**config.mk**
```make
export PLATFORM = sky130hd
export DESIGN_NAME = ram_alarm_monitor
export DESIGN_NICKNAME = d
export VERILOG_FILES = /design/src/rtl/ram_pkg.sv /design/src/rtl/ram_alarm_monitor.sv
export SDC_FILE = /design/constraint.sdc
export NUM_CORES = 1
export LEC_CHECK = 0
export ABC_AREA = 1
export ABC_CLOCK_PERIOD_IN_PS = 4300
export BUFFER_PORTS_ARGS = -buffer_cell sky130_fd_sc_hd__buf_4
export CORE_ASPECT_RATIO = 0.9
export CORE_MARGIN = 2
export CORE_UTILIZATION = 50
export DETAILED_ROUTE_END_ITERATION = 6
export HOLD_SLACK_MARGIN = 0.02
export MAX_ROUTING_LAYER = met4
export PLACE_DENSITY = 0.87
export REMOVE_ABC_BUFFERS = 1
export SETUP_SLACK_MARGIN = 0.4
export SYNTH_ARGS = -nofsm -noshare
export SYNTH_HDL_FRONTEND = slang
export SYNTH_SLANG_ARGS = --single-unit
```
**constraint.sdc**
```tcl
create_clock -name core_clk_i -period 4.3 [get_ports core_clk_i]
set_input_delay 1.29 -clock core_clk_i [delete_from_list [all_inputs] [get_ports core_clk_i]]
set_output_delay 1.29 -clock core_clk_i [all_outputs]
set_load 0.005 [all_outputs]
```
**src/rtl/ram_pkg.sv**
```systemverilog
package ram_pkg;

  // register indices; byte address is four times the index
  localparam logic [7:0] RAM_IDX_CFG1  = 8'h10;
  localparam logic [7:0] RAM_IDX_CFG2  = 8'h11;
  localparam logic [7:0] RAM_IDX_INT2  = 8'h13;
  localparam logic [7:0] RAM_IDX_INT1  = 8'h14;
  localparam logic [7:0] RAM_IDX_MASK1 = 8'h16;
  localparam logic [7:0] RAM_IDX_MASK2 = 8'h17;

  // field positions, config and status one
  localparam int RAM_CFG1_PLD_LSB   = 5;
  localparam int RAM_CFG1_FERF_SEL  = 4;
  localparam int RAM_CFG1_TMARK_SEL = 3;
  // config and status two
  localparam int RAM_CFG2_LOF_SEL   = 7;
  localparam int RAM_CFG2_LOS       = 4;
  localparam int RAM_CFG2_AIS       = 3;
  localparam int RAM_CFG2_TMARK     = 1;
  localparam int RAM_CFG2_FERF      = 0;
  // interrupt status one and two, and the masks of same layout
  localparam int RAM_INT1_LOS       = 1;
  localparam int RAM_INT1_AIS       = 0;
  localparam int RAM_INT2_FERF      = 3;
  // maintenance and adaptation byte
  localparam int RAM_MA_FERF        = 7;
  localparam int RAM_MA_FEBE        = 6;
  localparam int RAM_MA_PLD_MSB     = 5;
  localparam int RAM_MA_PLD_LSB     = 3;
  localparam int RAM_MA_TMARK       = 0;

  // detection counts
  localparam logic [5:0] RAM_LOS_ZERO_RUN = 6'h20;
  localparam logic [5:0] RAM_LOS_CLR_SPAN = 6'h20;
  localparam logic [2:0] RAM_LOS_CLR_RUN  = 3'h4;
  localparam logic [3:0] RAM_AIS_MAX_ZERO = 4'h7;
  localparam logic [3:0] RAM_AIS_ZERO_SAT = 4'h8;
  localparam logic [2:0] RAM_FERF_SHORT   = 3'h3;
  localparam logic [2:0] RAM_FERF_LONG    = 3'h5;

  // reset values
  localparam logic [7:0] RAM_CFG1_RST  = 8'h00;
  localparam logic [7:0] RAM_CFG2_RST  = 8'h00;
  localparam logic [1:0] RAM_MASK1_RST = 2'h0;
  localparam logic       RAM_MASK2_RST = 1'b0;

  typedef struct packed {
    logic [1:0]  pos_s;
    logic [1:0]  neg_s;
    logic [1:0]  ext_s;
    logic [5:0]  zero_run;
    logic [5:0]  span;
    logic [2:0]  short_run;
    logic        int_los;
    logic        los;
    logic [3:0]  frm_zeros;
    logic        prev_low;
    logic        ais;
    logic [2:0]  ferf_ones;
    logic [2:0]  ferf_zeros;
    logic        ferf;
    logic [2:0]  pld_kind;
    logic        tmark;
    logic        ferf_sel;
    logic        tmark_sel;
    logic        lof_sel;
    logic [1:0]  int1;
    logic        int2_ferf;
    logic [1:0]  mask1;
    logic        mask2;
    logic        ack;
    logic [31:0] rdata;
  } ram_state_type;

endpackage

```
**src/rtl/ram_alarm_monitor.sv**
```systemverilog
// Summary of operation
// - declare signal loss on 32 consecutive line zeros or external loss input.
// - signal loss drives its output pin high and sets live status bit.
// - declaring signal loss sets bit 1 of interrupt status one.
// - clear loss after 32 bits without four zeros in a row, or external low.
// - clearing signal loss raises the same change interrupt again.
// - clearing signal loss resets status two bit 4 and drives pin low.
// - declare alarm when two consecutive frames each hold seven or fewer zeros.
// - alarm drives its output pin high and sets status two bit 3.
// - every alarm state change sets bit 0 of interrupt status one.
// - clear alarm when two consecutive frames each hold eight or more zeros.
// - clearing alarm drives its pin low and resets its status bit.
// - maintenance byte: failure, block error, payload kind, dependent, marker.
// - declare far failure after selectable count of frames with failure bit.
// - status one bit 4 picks three frames when zero, five when one.
// - declaring far failure sets bit 3 of interrupt status two.
// - declaring far failure sets live far failure bit in status two.
//
// Implementation choice: the Wishbone interface to the registers.
module ram_alarm_monitor (
  // clock and reset
  input  wire logic        core_clk_i,
  input  wire logic        rst_i,
  // line interface pins
  input  wire logic        rx_pos_i,
  input  wire logic        rx_neg_i,
  input  wire logic        external_signal_loss_in_i,
  // frame timing from the framer, same clock
  input  wire logic        frame_start_i,
  input  wire logic        ma_valid_i,
  input  wire logic [7:0]  ma_byte_i,
  // wishbone slave
  input  wire logic        wb_cyc_i,
  input  wire logic        wb_stb_i,
  input  wire logic        wb_we_i,
  input  wire logic [9:0]  wb_adr_i,
  input  wire logic [3:0]  wb_sel_i,
  input  wire logic [31:0] wb_dat_i,
  output logic      [31:0] wb_dat_o,
  output logic             wb_ack_o,
  // alarm pins and interrupt
  output logic             signal_loss_flag_o,
  output logic             all_ones_alarm_flag_o,
  output logic             far_failure_flag_o,
  output logic             irq_o
);

  ram_pkg::ram_state_type q;
  ram_pkg::ram_state_type d;

  always_comb begin
    logic        line_zero;
    logic        req;
    logic        wr;
    logic        rd;
    logic [7:0]  idx;
    logic [7:0]  rbyte;
    logic [1:0]  int1_set;
    logic [1:0]  int1_clr;
    logic        int2_set;
    logic        int2_clr;
    logic        low;
    logic [2:0]  thr;
    line_zero = 1'b0;
    req       = 1'b0;
    wr        = 1'b0;
    rd        = 1'b0;
    idx       = 8'h00;
    rbyte     = 8'h00;
    int1_set  = 2'h0;
    int1_clr  = 2'h0;
    int2_set  = 1'b0;
    int2_clr  = 1'b0;
    low       = 1'b0;
    thr       = 3'h0;
    d         = q;

    // pins pass two flops before any logic looks at them
    d.pos_s = {q.pos_s[0], rx_pos_i};
    d.neg_s = {q.neg_s[0], rx_neg_i};
    d.ext_s = {q.ext_s[0], external_signal_loss_in_i};
    line_zero = ~(q.pos_s[1] | q.neg_s[1]);

    if (line_zero) begin
      if (q.zero_run != ram_pkg::RAM_LOS_ZERO_RUN) begin
        d.zero_run = q.zero_run + 6'h01;
      end
    end else begin
      d.zero_run = 6'h00;
    end
    if (d.zero_run == ram_pkg::RAM_LOS_ZERO_RUN) begin
      d.int_los = 1'b1;
    end

    // span restarts whenever four zeros in a row are seen
    if (line_zero) begin
      if (q.short_run != ram_pkg::RAM_LOS_CLR_RUN) begin
        d.short_run = q.short_run + 3'h1;
      end
    end else begin
      d.short_run = 3'h0;
    end
    if (d.short_run == ram_pkg::RAM_LOS_CLR_RUN) begin
      d.span = 6'h00;
    end else if (q.span != ram_pkg::RAM_LOS_CLR_SPAN) begin
      d.span = q.span + 6'h01;
    end
    if (q.int_los && d.span == ram_pkg::RAM_LOS_CLR_SPAN) begin
      d.int_los = 1'b0;
    end
    // external input also declares; its fall clears it
    d.los = d.int_los | q.ext_s[1];

    // zeros per frame, saturating just above the alarm limit
    if (frame_start_i) begin
      low        = (q.frm_zeros <= ram_pkg::RAM_AIS_MAX_ZERO);
      d.prev_low = low;
      d.frm_zeros = line_zero ? 4'h1 : 4'h0;
      // two low-zero frames in a row declare
      if (low && q.prev_low) begin
        d.ais = 1'b1;
      end
      // two high-zero frames in a row clear
      if (!low && !q.prev_low) begin
        d.ais = 1'b0;
      end
    end else if (line_zero && q.frm_zeros != ram_pkg::RAM_AIS_ZERO_SAT) begin
      d.frm_zeros = q.frm_zeros + 4'h1;
    end

    thr = q.ferf_sel ? ram_pkg::RAM_FERF_LONG : ram_pkg::RAM_FERF_SHORT;
    if (ma_valid_i) begin
      d.pld_kind = ma_byte_i[ram_pkg::RAM_MA_PLD_MSB:ram_pkg::RAM_MA_PLD_LSB];
      d.tmark    = ma_byte_i[ram_pkg::RAM_MA_TMARK];
      if (ma_byte_i[ram_pkg::RAM_MA_FERF]) begin
        d.ferf_zeros = 3'h0;
        if (q.ferf_ones != ram_pkg::RAM_FERF_LONG) begin
          d.ferf_ones = q.ferf_ones + 3'h1;
        end
        if (d.ferf_ones >= thr) begin
          d.ferf = 1'b1;
        end
      end else begin
        d.ferf_ones = 3'h0;
        if (q.ferf_zeros != ram_pkg::RAM_FERF_LONG) begin
          d.ferf_zeros = q.ferf_zeros + 3'h1;
        end
        if (d.ferf_zeros >= thr) begin
          d.ferf = 1'b0;
        end
      end
    end

    int1_set[ram_pkg::RAM_INT1_LOS] = d.los ^ q.los;
    int1_set[ram_pkg::RAM_INT1_AIS] = d.ais ^ q.ais;
    int2_set = d.ferf ^ q.ferf;

    // wishbone classic: one wait state, ack for one cycle
    req   = wb_cyc_i & wb_stb_i & ~q.ack;
    wr    = req & wb_we_i & wb_sel_i[0];
    rd    = req & ~wb_we_i;
    idx   = wb_adr_i[9:2];
    d.ack = req;

    unique case (idx)
      ram_pkg::RAM_IDX_CFG1: begin
        rbyte[7:5] = q.pld_kind;
        rbyte[ram_pkg::RAM_CFG1_FERF_SEL]  = q.ferf_sel;
        rbyte[ram_pkg::RAM_CFG1_TMARK_SEL] = q.tmark_sel;
        if (wr) begin
          d.ferf_sel  = wb_dat_i[ram_pkg::RAM_CFG1_FERF_SEL];
          d.tmark_sel = wb_dat_i[ram_pkg::RAM_CFG1_TMARK_SEL];
        end
      end
      ram_pkg::RAM_IDX_CFG2: begin
        rbyte[ram_pkg::RAM_CFG2_LOF_SEL] = q.lof_sel;
        // live loss bit; drops with the condition
        rbyte[ram_pkg::RAM_CFG2_LOS]     = q.los;
        // live alarm bit; drops with the condition
        rbyte[ram_pkg::RAM_CFG2_AIS]     = q.ais;
        rbyte[ram_pkg::RAM_CFG2_TMARK]   = q.tmark;
        rbyte[ram_pkg::RAM_CFG2_FERF]    = q.ferf;
        if (wr) begin
          d.lof_sel = wb_dat_i[ram_pkg::RAM_CFG2_LOF_SEL];
        end
      end
      ram_pkg::RAM_IDX_INT1: begin
        rbyte[1:0] = q.int1;
        // read clears, write of one clears too
        if (rd) begin
          int1_clr = 2'h3;
        end
        if (wr) begin
          int1_clr = wb_dat_i[1:0];
        end
      end
      ram_pkg::RAM_IDX_INT2: begin
        rbyte[ram_pkg::RAM_INT2_FERF] = q.int2_ferf;
        if (rd) begin
          int2_clr = 1'b1;
        end
        if (wr) begin
          int2_clr = wb_dat_i[ram_pkg::RAM_INT2_FERF];
        end
      end
      ram_pkg::RAM_IDX_MASK1: begin
        rbyte[1:0] = q.mask1;
        if (wr) begin
          d.mask1 = wb_dat_i[1:0];
        end
      end
      ram_pkg::RAM_IDX_MASK2: begin
        rbyte[ram_pkg::RAM_INT2_FERF] = q.mask2;
        if (wr) begin
          d.mask2 = wb_dat_i[ram_pkg::RAM_INT2_FERF];
        end
      end
      default: begin
        rbyte = 8'h00;
      end
    endcase

    // a new event in the clearing cycle is kept: set beats clear
    d.int1      = (q.int1 & ~int1_clr) | int1_set;
    d.int2_ferf = (q.int2_ferf & ~int2_clr) | int2_set;
    d.rdata     = req ? {24'h000000, rbyte} : 32'h00000000;
  end

  always_ff @(posedge core_clk_i) begin
    if (rst_i) begin
      q <= '0;
    end else begin
      q <= d;
    end
  end

  // loss pin follows the live state
  assign signal_loss_flag_o    = q.los;
  // alarm pin follows the live state
  assign all_ones_alarm_flag_o = q.ais;
  assign far_failure_flag_o    = q.ferf;
  assign wb_ack_o              = q.ack;
  assign wb_dat_o              = q.rdata;
  assign irq_o = (|(q.int1 & q.mask1)) | (q.int2_ferf & q.mask2);

endmodule

```
# Word level (Yosys, flattened, before mapping)

Index checks and enable logic that the tools add are counted.

Bits in registers: 82
Bits of input ports: 64
Output and inout bits: 37
Logic and storage cells: 124

Bitwise logic cells: 24
Add/subtract/negate cells: 6
Reductions and logical operators: 14
Order comparisons: 3
Eq/ne operators: 15
Mux-type cells: 35

Operators with widths:

| operator              | count |
|---|---|
| $eq A8 B5 Y1 const B  | 6 |
| $mux W3               | 9 |
| $mux W6               | 4 |
| $add A6 B1 Y6 const B | 2 |
| $eq A6 B6 Y1 const B  | 2 |
| $ne A6 B6 Y1 const B  | 2 |
| $mux W1               | 11 |
| $add A3 B1 Y3 const B | 3 |
| $ne A3 B3 Y1 const B  | 3 |
| $mux W4               | 2 |
| $reduce_and A2 Y1     | 4 |
| $and A1 B1 Y1         | 7 |
| $mux W7               | 1 |
| $ge A3 B3 Y1          | 2 |
| $mux W2               | 3 |
| $not A1 Y1            | 6 |
| $pmux W2 S3           | 1 |
| $mux W5               | 1 |
| $add A4 B1 Y4 const B | 1 |
| $and A2 B2 Y2         | 2 |
| $le A4 B3 Y1 const B  | 1 |
| $logic_and A1 B1 Y1   | 4 |
| $ne A4 B4 Y1 const B  | 1 |
| $or A1 B1 Y1          | 4 |
| 10 further kinds      | 15 |

# Longest topological paths before layout

Word-level depth: 11
Mapped depth: 15
Mapped depth without buffers: 15

# Least setup slack after synthesis

No wires, ideal clock.

Path kind: input to register
Start point: input port wb_adr_i[6]
End point: register q[38] (netlist bit)
Cell stages on the path: 11
Data required time: 4.191 ns
Path slack: 1.968 ns
Buffers on the path: 0
Arrival: 2.223 ns
Library setup time: 0.109 ns
Path through: inv_1 nor2_1 nand2_1 nor2_1 nand2_1 nor2_1 nand3_1 o21ai_0 nand3_1 nand2_1 inv_1

Longest elaborated chain between the ends: 5

Ends and longest elaborated chain:

| item                   | line                     | source |
|---|---|---|
| start: declaration     | ram_alarm_monitor.sv:36  | `input wire logic [9:0] wb_adr_i,` |
| $eq A8 B5 Y1           | ram_alarm_monitor.sv:165 | `unique case (idx)` |
| $mux W2                | ram_alarm_monitor.sv:165 |  |
| $not A2 Y2             | ram_alarm_monitor.sv:224 | `d.int1 = (q.int1 & ~int1_clr) \| int1_set;` |
| $and A2 B2 Y2          | ram_alarm_monitor.sv:224 |  |
| $or A2 B2 Y2           | ram_alarm_monitor.sv:224 |  |
| end signal: assignment | ram_alarm_monitor.sv:231 | `q <= '0;` |
| end signal: assignment | ram_alarm_monitor.sv:233 | `q <= d;` |
| end: declaration       | ram_alarm_monitor.sv:48  | `ram_pkg::ram_state_type q;` |

Every way passes these cells.
A chain may end at the register's enable or synchronous reset.

# Worst setup path in the final report

Start point: input port rst_i
End point: register q (netlist bit wb_dat_o[1])

Longest elaborated chain between the ends: 1

Ends and longest elaborated chain:

| item                              | line                    | source |
|---|---|---|
| start: declaration                | ram_alarm_monitor.sv:23 | `input wire logic rst_i,` |
| $reduce_or A2 Y1 (no source line) | -                       |  |

Every way passes these cells.

==> impl_metrics.tcl <==
set metrics [dict create \
    worstSetupStartpointType "input pin" \
    wl_per_cell_um 11.4 \
    cts_max_level 3 \
    synth.top_cell.area_share_pct 37.8 \
    status "complete, but fails checks" \
    clk_pin_slew_ns 0.06 \
    switchingPower_mw 0.291 \
    ys_seq_elements 57 \
    final_max_slew_viol_count 0 \
    grt_pass1_wl_um 10200 \
    clock_latency_ns 0.33 \
    vias 2575 \
    grt_overflow 0 \
    seq_area_frac_synth_pct 37.8 \
    cts_sinks 57 \
    num-nets-final 531 \
    ff2ff_path_depth 12 \
    hold_slack_ns 0.408 \
    crit_top_cell "inv_1" \
    leakage_nw 1.66 \
    synthDistinctLibCells 35 \
    fin_crit_sh_pct 55.4 \
    timing.rr.start "q[47]$_SDFFE_PP0P_" \
    drc_errors 2 \
    core_mm2 0.00576 \
    r2r_end "q[36]$_SDFF_PP0_" \
    drive_gt1_share_pct 14.3 \
    critPathArrivalTime_ns 2.62 \
    max-vdd-ir-drop_mv 0.303 \
    finalWeightedCongestion 0.928 \
    fill_cells 522 \
    hold_buffers 0 \
    netlist_top_cells_area "dfxtp_1 38%, nand2_1 8.6%, buf_4 8.0%" \
    pin_count 101 \
    ys.flop_type "dfxtp_1" \
    dp_hpwl_um 4530 \
    post_cts_resized 0 \
    cts_buffer_depth 2 \
    dr.pass1.iters 7 \
    yosysWarnings 0 \
    numCtsBuffers 9 \
    ant_nets 0 \
    grt_usage_pct 19.9 \
    worst_hold_path_type "reg2reg" \
    register_area_mm2 0.00114 \
    finClkSkew_ns 0.00612 \
    slowest_stage "buf_4" \
    vias_per_cell 4.90 \
    post_cts_buffers 0 \
    r2r_setup_slack_ns 2.36 \
    worstSetupPathType "in2reg" \
    place_ws_ns 1.58 \
    cp.required_ns 4.54 \
    die_w_um 85.9 \
    setup-tns-final_ns 0 \
    worstPathMaxFanout 35 \
    die_h_um 77.7 \
    finalHoldViolCount 0 \
    swShare_pct 23.0 \
    period_needed_ns 2.38 \
    drv_cap 0 \
    hold_end "q[79]$_SDFF_PP0_" \
    max_stage_delay_ns 0.32 \
    synth_most_common_cell "nand2_1" \
    grt_pass1_vias 2469 \
    holdPathStages 2 \
    first_iter_violations 118 \
    antenna_found_initial 0 \
    die-area_mm2 0.00667 \
    core.rowCount 26 \
    p_total_mw 1.26 \
    start_util_pct 52.4 \
    fmax_mhz 419 \
    port_buffers 40 \
    end_kind "register" \
    grt_start_max_net_pins 36 \
    clockRootBuffer "clkbuf_8" \
    finalSetupViolCount 0 \
    multiInputGateArea_mm2 0.00147 \
    clkPwrFrac_pct 45.2 \
    synth_area_leader_cell "dfxtp_1" \
    internal_power_mw 0.972 \
    power_frac_seq_pct 44.8 \
    synth_enable_flop_cells 0 \
    antenna_cells 0 \
    setup_ws_ns 1.92 \
    async_reset_ff_share_pct 0 \
    avgSynthCellArea_um2 7.28 \
    synthTopCellsByCount "69 x nand2_1, 63 x nor2_1, 58 x inv_1" \
    postSynthCellCount 414 \
    cts_tree "yes" \
    power.density_mw_per_mm2 365 \
    failed_checks "DRC" \
    combPwrFrac_pct 10.0 \
    rsz0062_at_grt "false" \
    hold_start "d[79]$_SDFF_PP0_" \
    synth_area_mm2 0.00302 \
    cp_cell_sequence "buf_4 -> inv_1 -> nand2_1 -> inv_1 -> a31oi_1 -> a31o_1 -> inv_1" \
    drt_wl_total_um 5970 \
    synthToLayoutAreaGrowth_pct 14.7 \
]
[how the worst max path moves through the flow]
| stage | start | endpoint | slack, ns | cells after the start |
|---|---|---|---|---|
| floorplan | wb_adr_i[6] | q[38]$_SDFF_PP0_ | 1.96 | 11 |
| global placement | rst_i | wb_dat_o[1]$_SDFF_PP0_ | 1.58 | 7 |
| detailed placement | rst_i | wb_dat_o[1]$_SDFF_PP0_ | 1.58 | 7 |
| CTS | rst_i | wb_dat_o[1]$_SDFF_PP0_ | 1.94 | 7 |
| global route | wb_adr_i[9] | q[38]$_SDFF_PP0_ | 1.73 | 11 |
| finish | rst_i | wb_dat_o[1]$_SDFF_PP0_ | 1.92 | 7 |
[stage by stage]
stage	cell area [um2]	util, %	instances
2_1_floorplan	2840	-	400
3_3_place_gp	3230	56.1	510
3_5_place_dp	3230	56.1	510
4_1_cts	3460	60.1	525
5_1_grt	3460	60.1	525
6_report	3460	60.1	525
[flip-flops by register name, summed over array words and instances (netlist names)]
| register | count |
|---|---|
| q | 43 |
| wb_dat_o | 7 |
| d | 3 |
| all_ones_alarm_flag_o | 1 |
| far_failure_flag_o | 1 |
| signal_loss_flag_o | 1 |
| wb_ack_o | 1 |
[power groups by stage]
stage / Clock (mW) / Combinational, mW / Sequential [mW]
after detailed placement: 0 / 0.125 / 0.578
after CTS: 0.583 / 0.126 / 0.566
after floorplan: 0 / 0.0791 / 0.574
after global routing: 0.602 / 0.144 / 0.569
after global placement: 0 / 0.119 / 0.577
final: 0.571 / 0.126 / 0.566
[final cells by class]
| class | count | area share [%] |
|---|---|---|
| multi-input combinational | 282 | 42.5 |
| sequential | 57 | 33.0 |
| timing repair buffer | 40 | 8.68 |
| inverter | 61 | 6.62 |
| clock buffer | 13 | 4.88 |
| tap | 70 | 2.53 |
| clock inverter | 2 | 1.74 |
[layout by cell type (no fill, tap or decap), types with 2 or more instances in the layout]
| cell | Yosys | layout |
|---|---|---|
| nand4_1 | 6 | 6 |
| dfxtp_1 | 57 | 57 |
| a21oi_1 | 24 | 24 |
| conb_1 | 1 | 25 |
| xor2_1 | 7 | 7 |
| nand3_4 | 2 | 2 |
| nand2_1 | 69 | 69 |
| and2_1 | 2 | 2 |
| o21ai_1 | 5 | 5 |
| a31oi_1 | 4 | 4 |
| nand3_1 | 22 | 22 |
| nor2_2 | 2 | 2 |
| a211oi_1 | 4 | 4 |
| bufinv_16 | 0 | 2 |
| inv_1 | 58 | 58 |
| nor3_1 | 6 | 6 |
| ha_1 | 16 | 16 |
| clkbuf_8 | 0 | 12 |
| inv_2 | 2 | 2 |
| buf_4 | 32 | 40 |
| o21ai_0 | 13 | 13 |
| nor2_1 | 63 | 63 |
[logic make-up after synthesis]
| logic type | after synthesis | synth area share, % |
|---|---|---|
| AO/OA/AOI/OAI | 55 | 10.2 |
| XOR/XNOR | 8 | 2.32 |
| adder cells (fa/ha/maj) | 16 | 6.64 |
| buffers and inverters | 99 | 16.3 |
| flip-flops | 57 | 37.8 |
| other | 1 | 0.124 |
| AND/OR/NAND/NOR | 178 | 26.5 |
[per-layer routing]
metal / GRT usage (%) / vias to the layer above / share of wire [%]
met1: 20.9 / 1170 / 42
met2: 34.7 / 65 / 51
met3: 7.13 / 10 / 4.9
met5: - / - / 0
met4: 6.51 / 0 / 1.5
li1: - / 1330 / -
[critical path, delay by kind of cell]
family	cells	cell delay, ns
buffers and inverters	4	0.74
AO/OA/AOI/OAI	2	0.38
AND/OR/NAND/NOR	1	0.19
No activity file was read; power rests on OpenSTA's default activity.
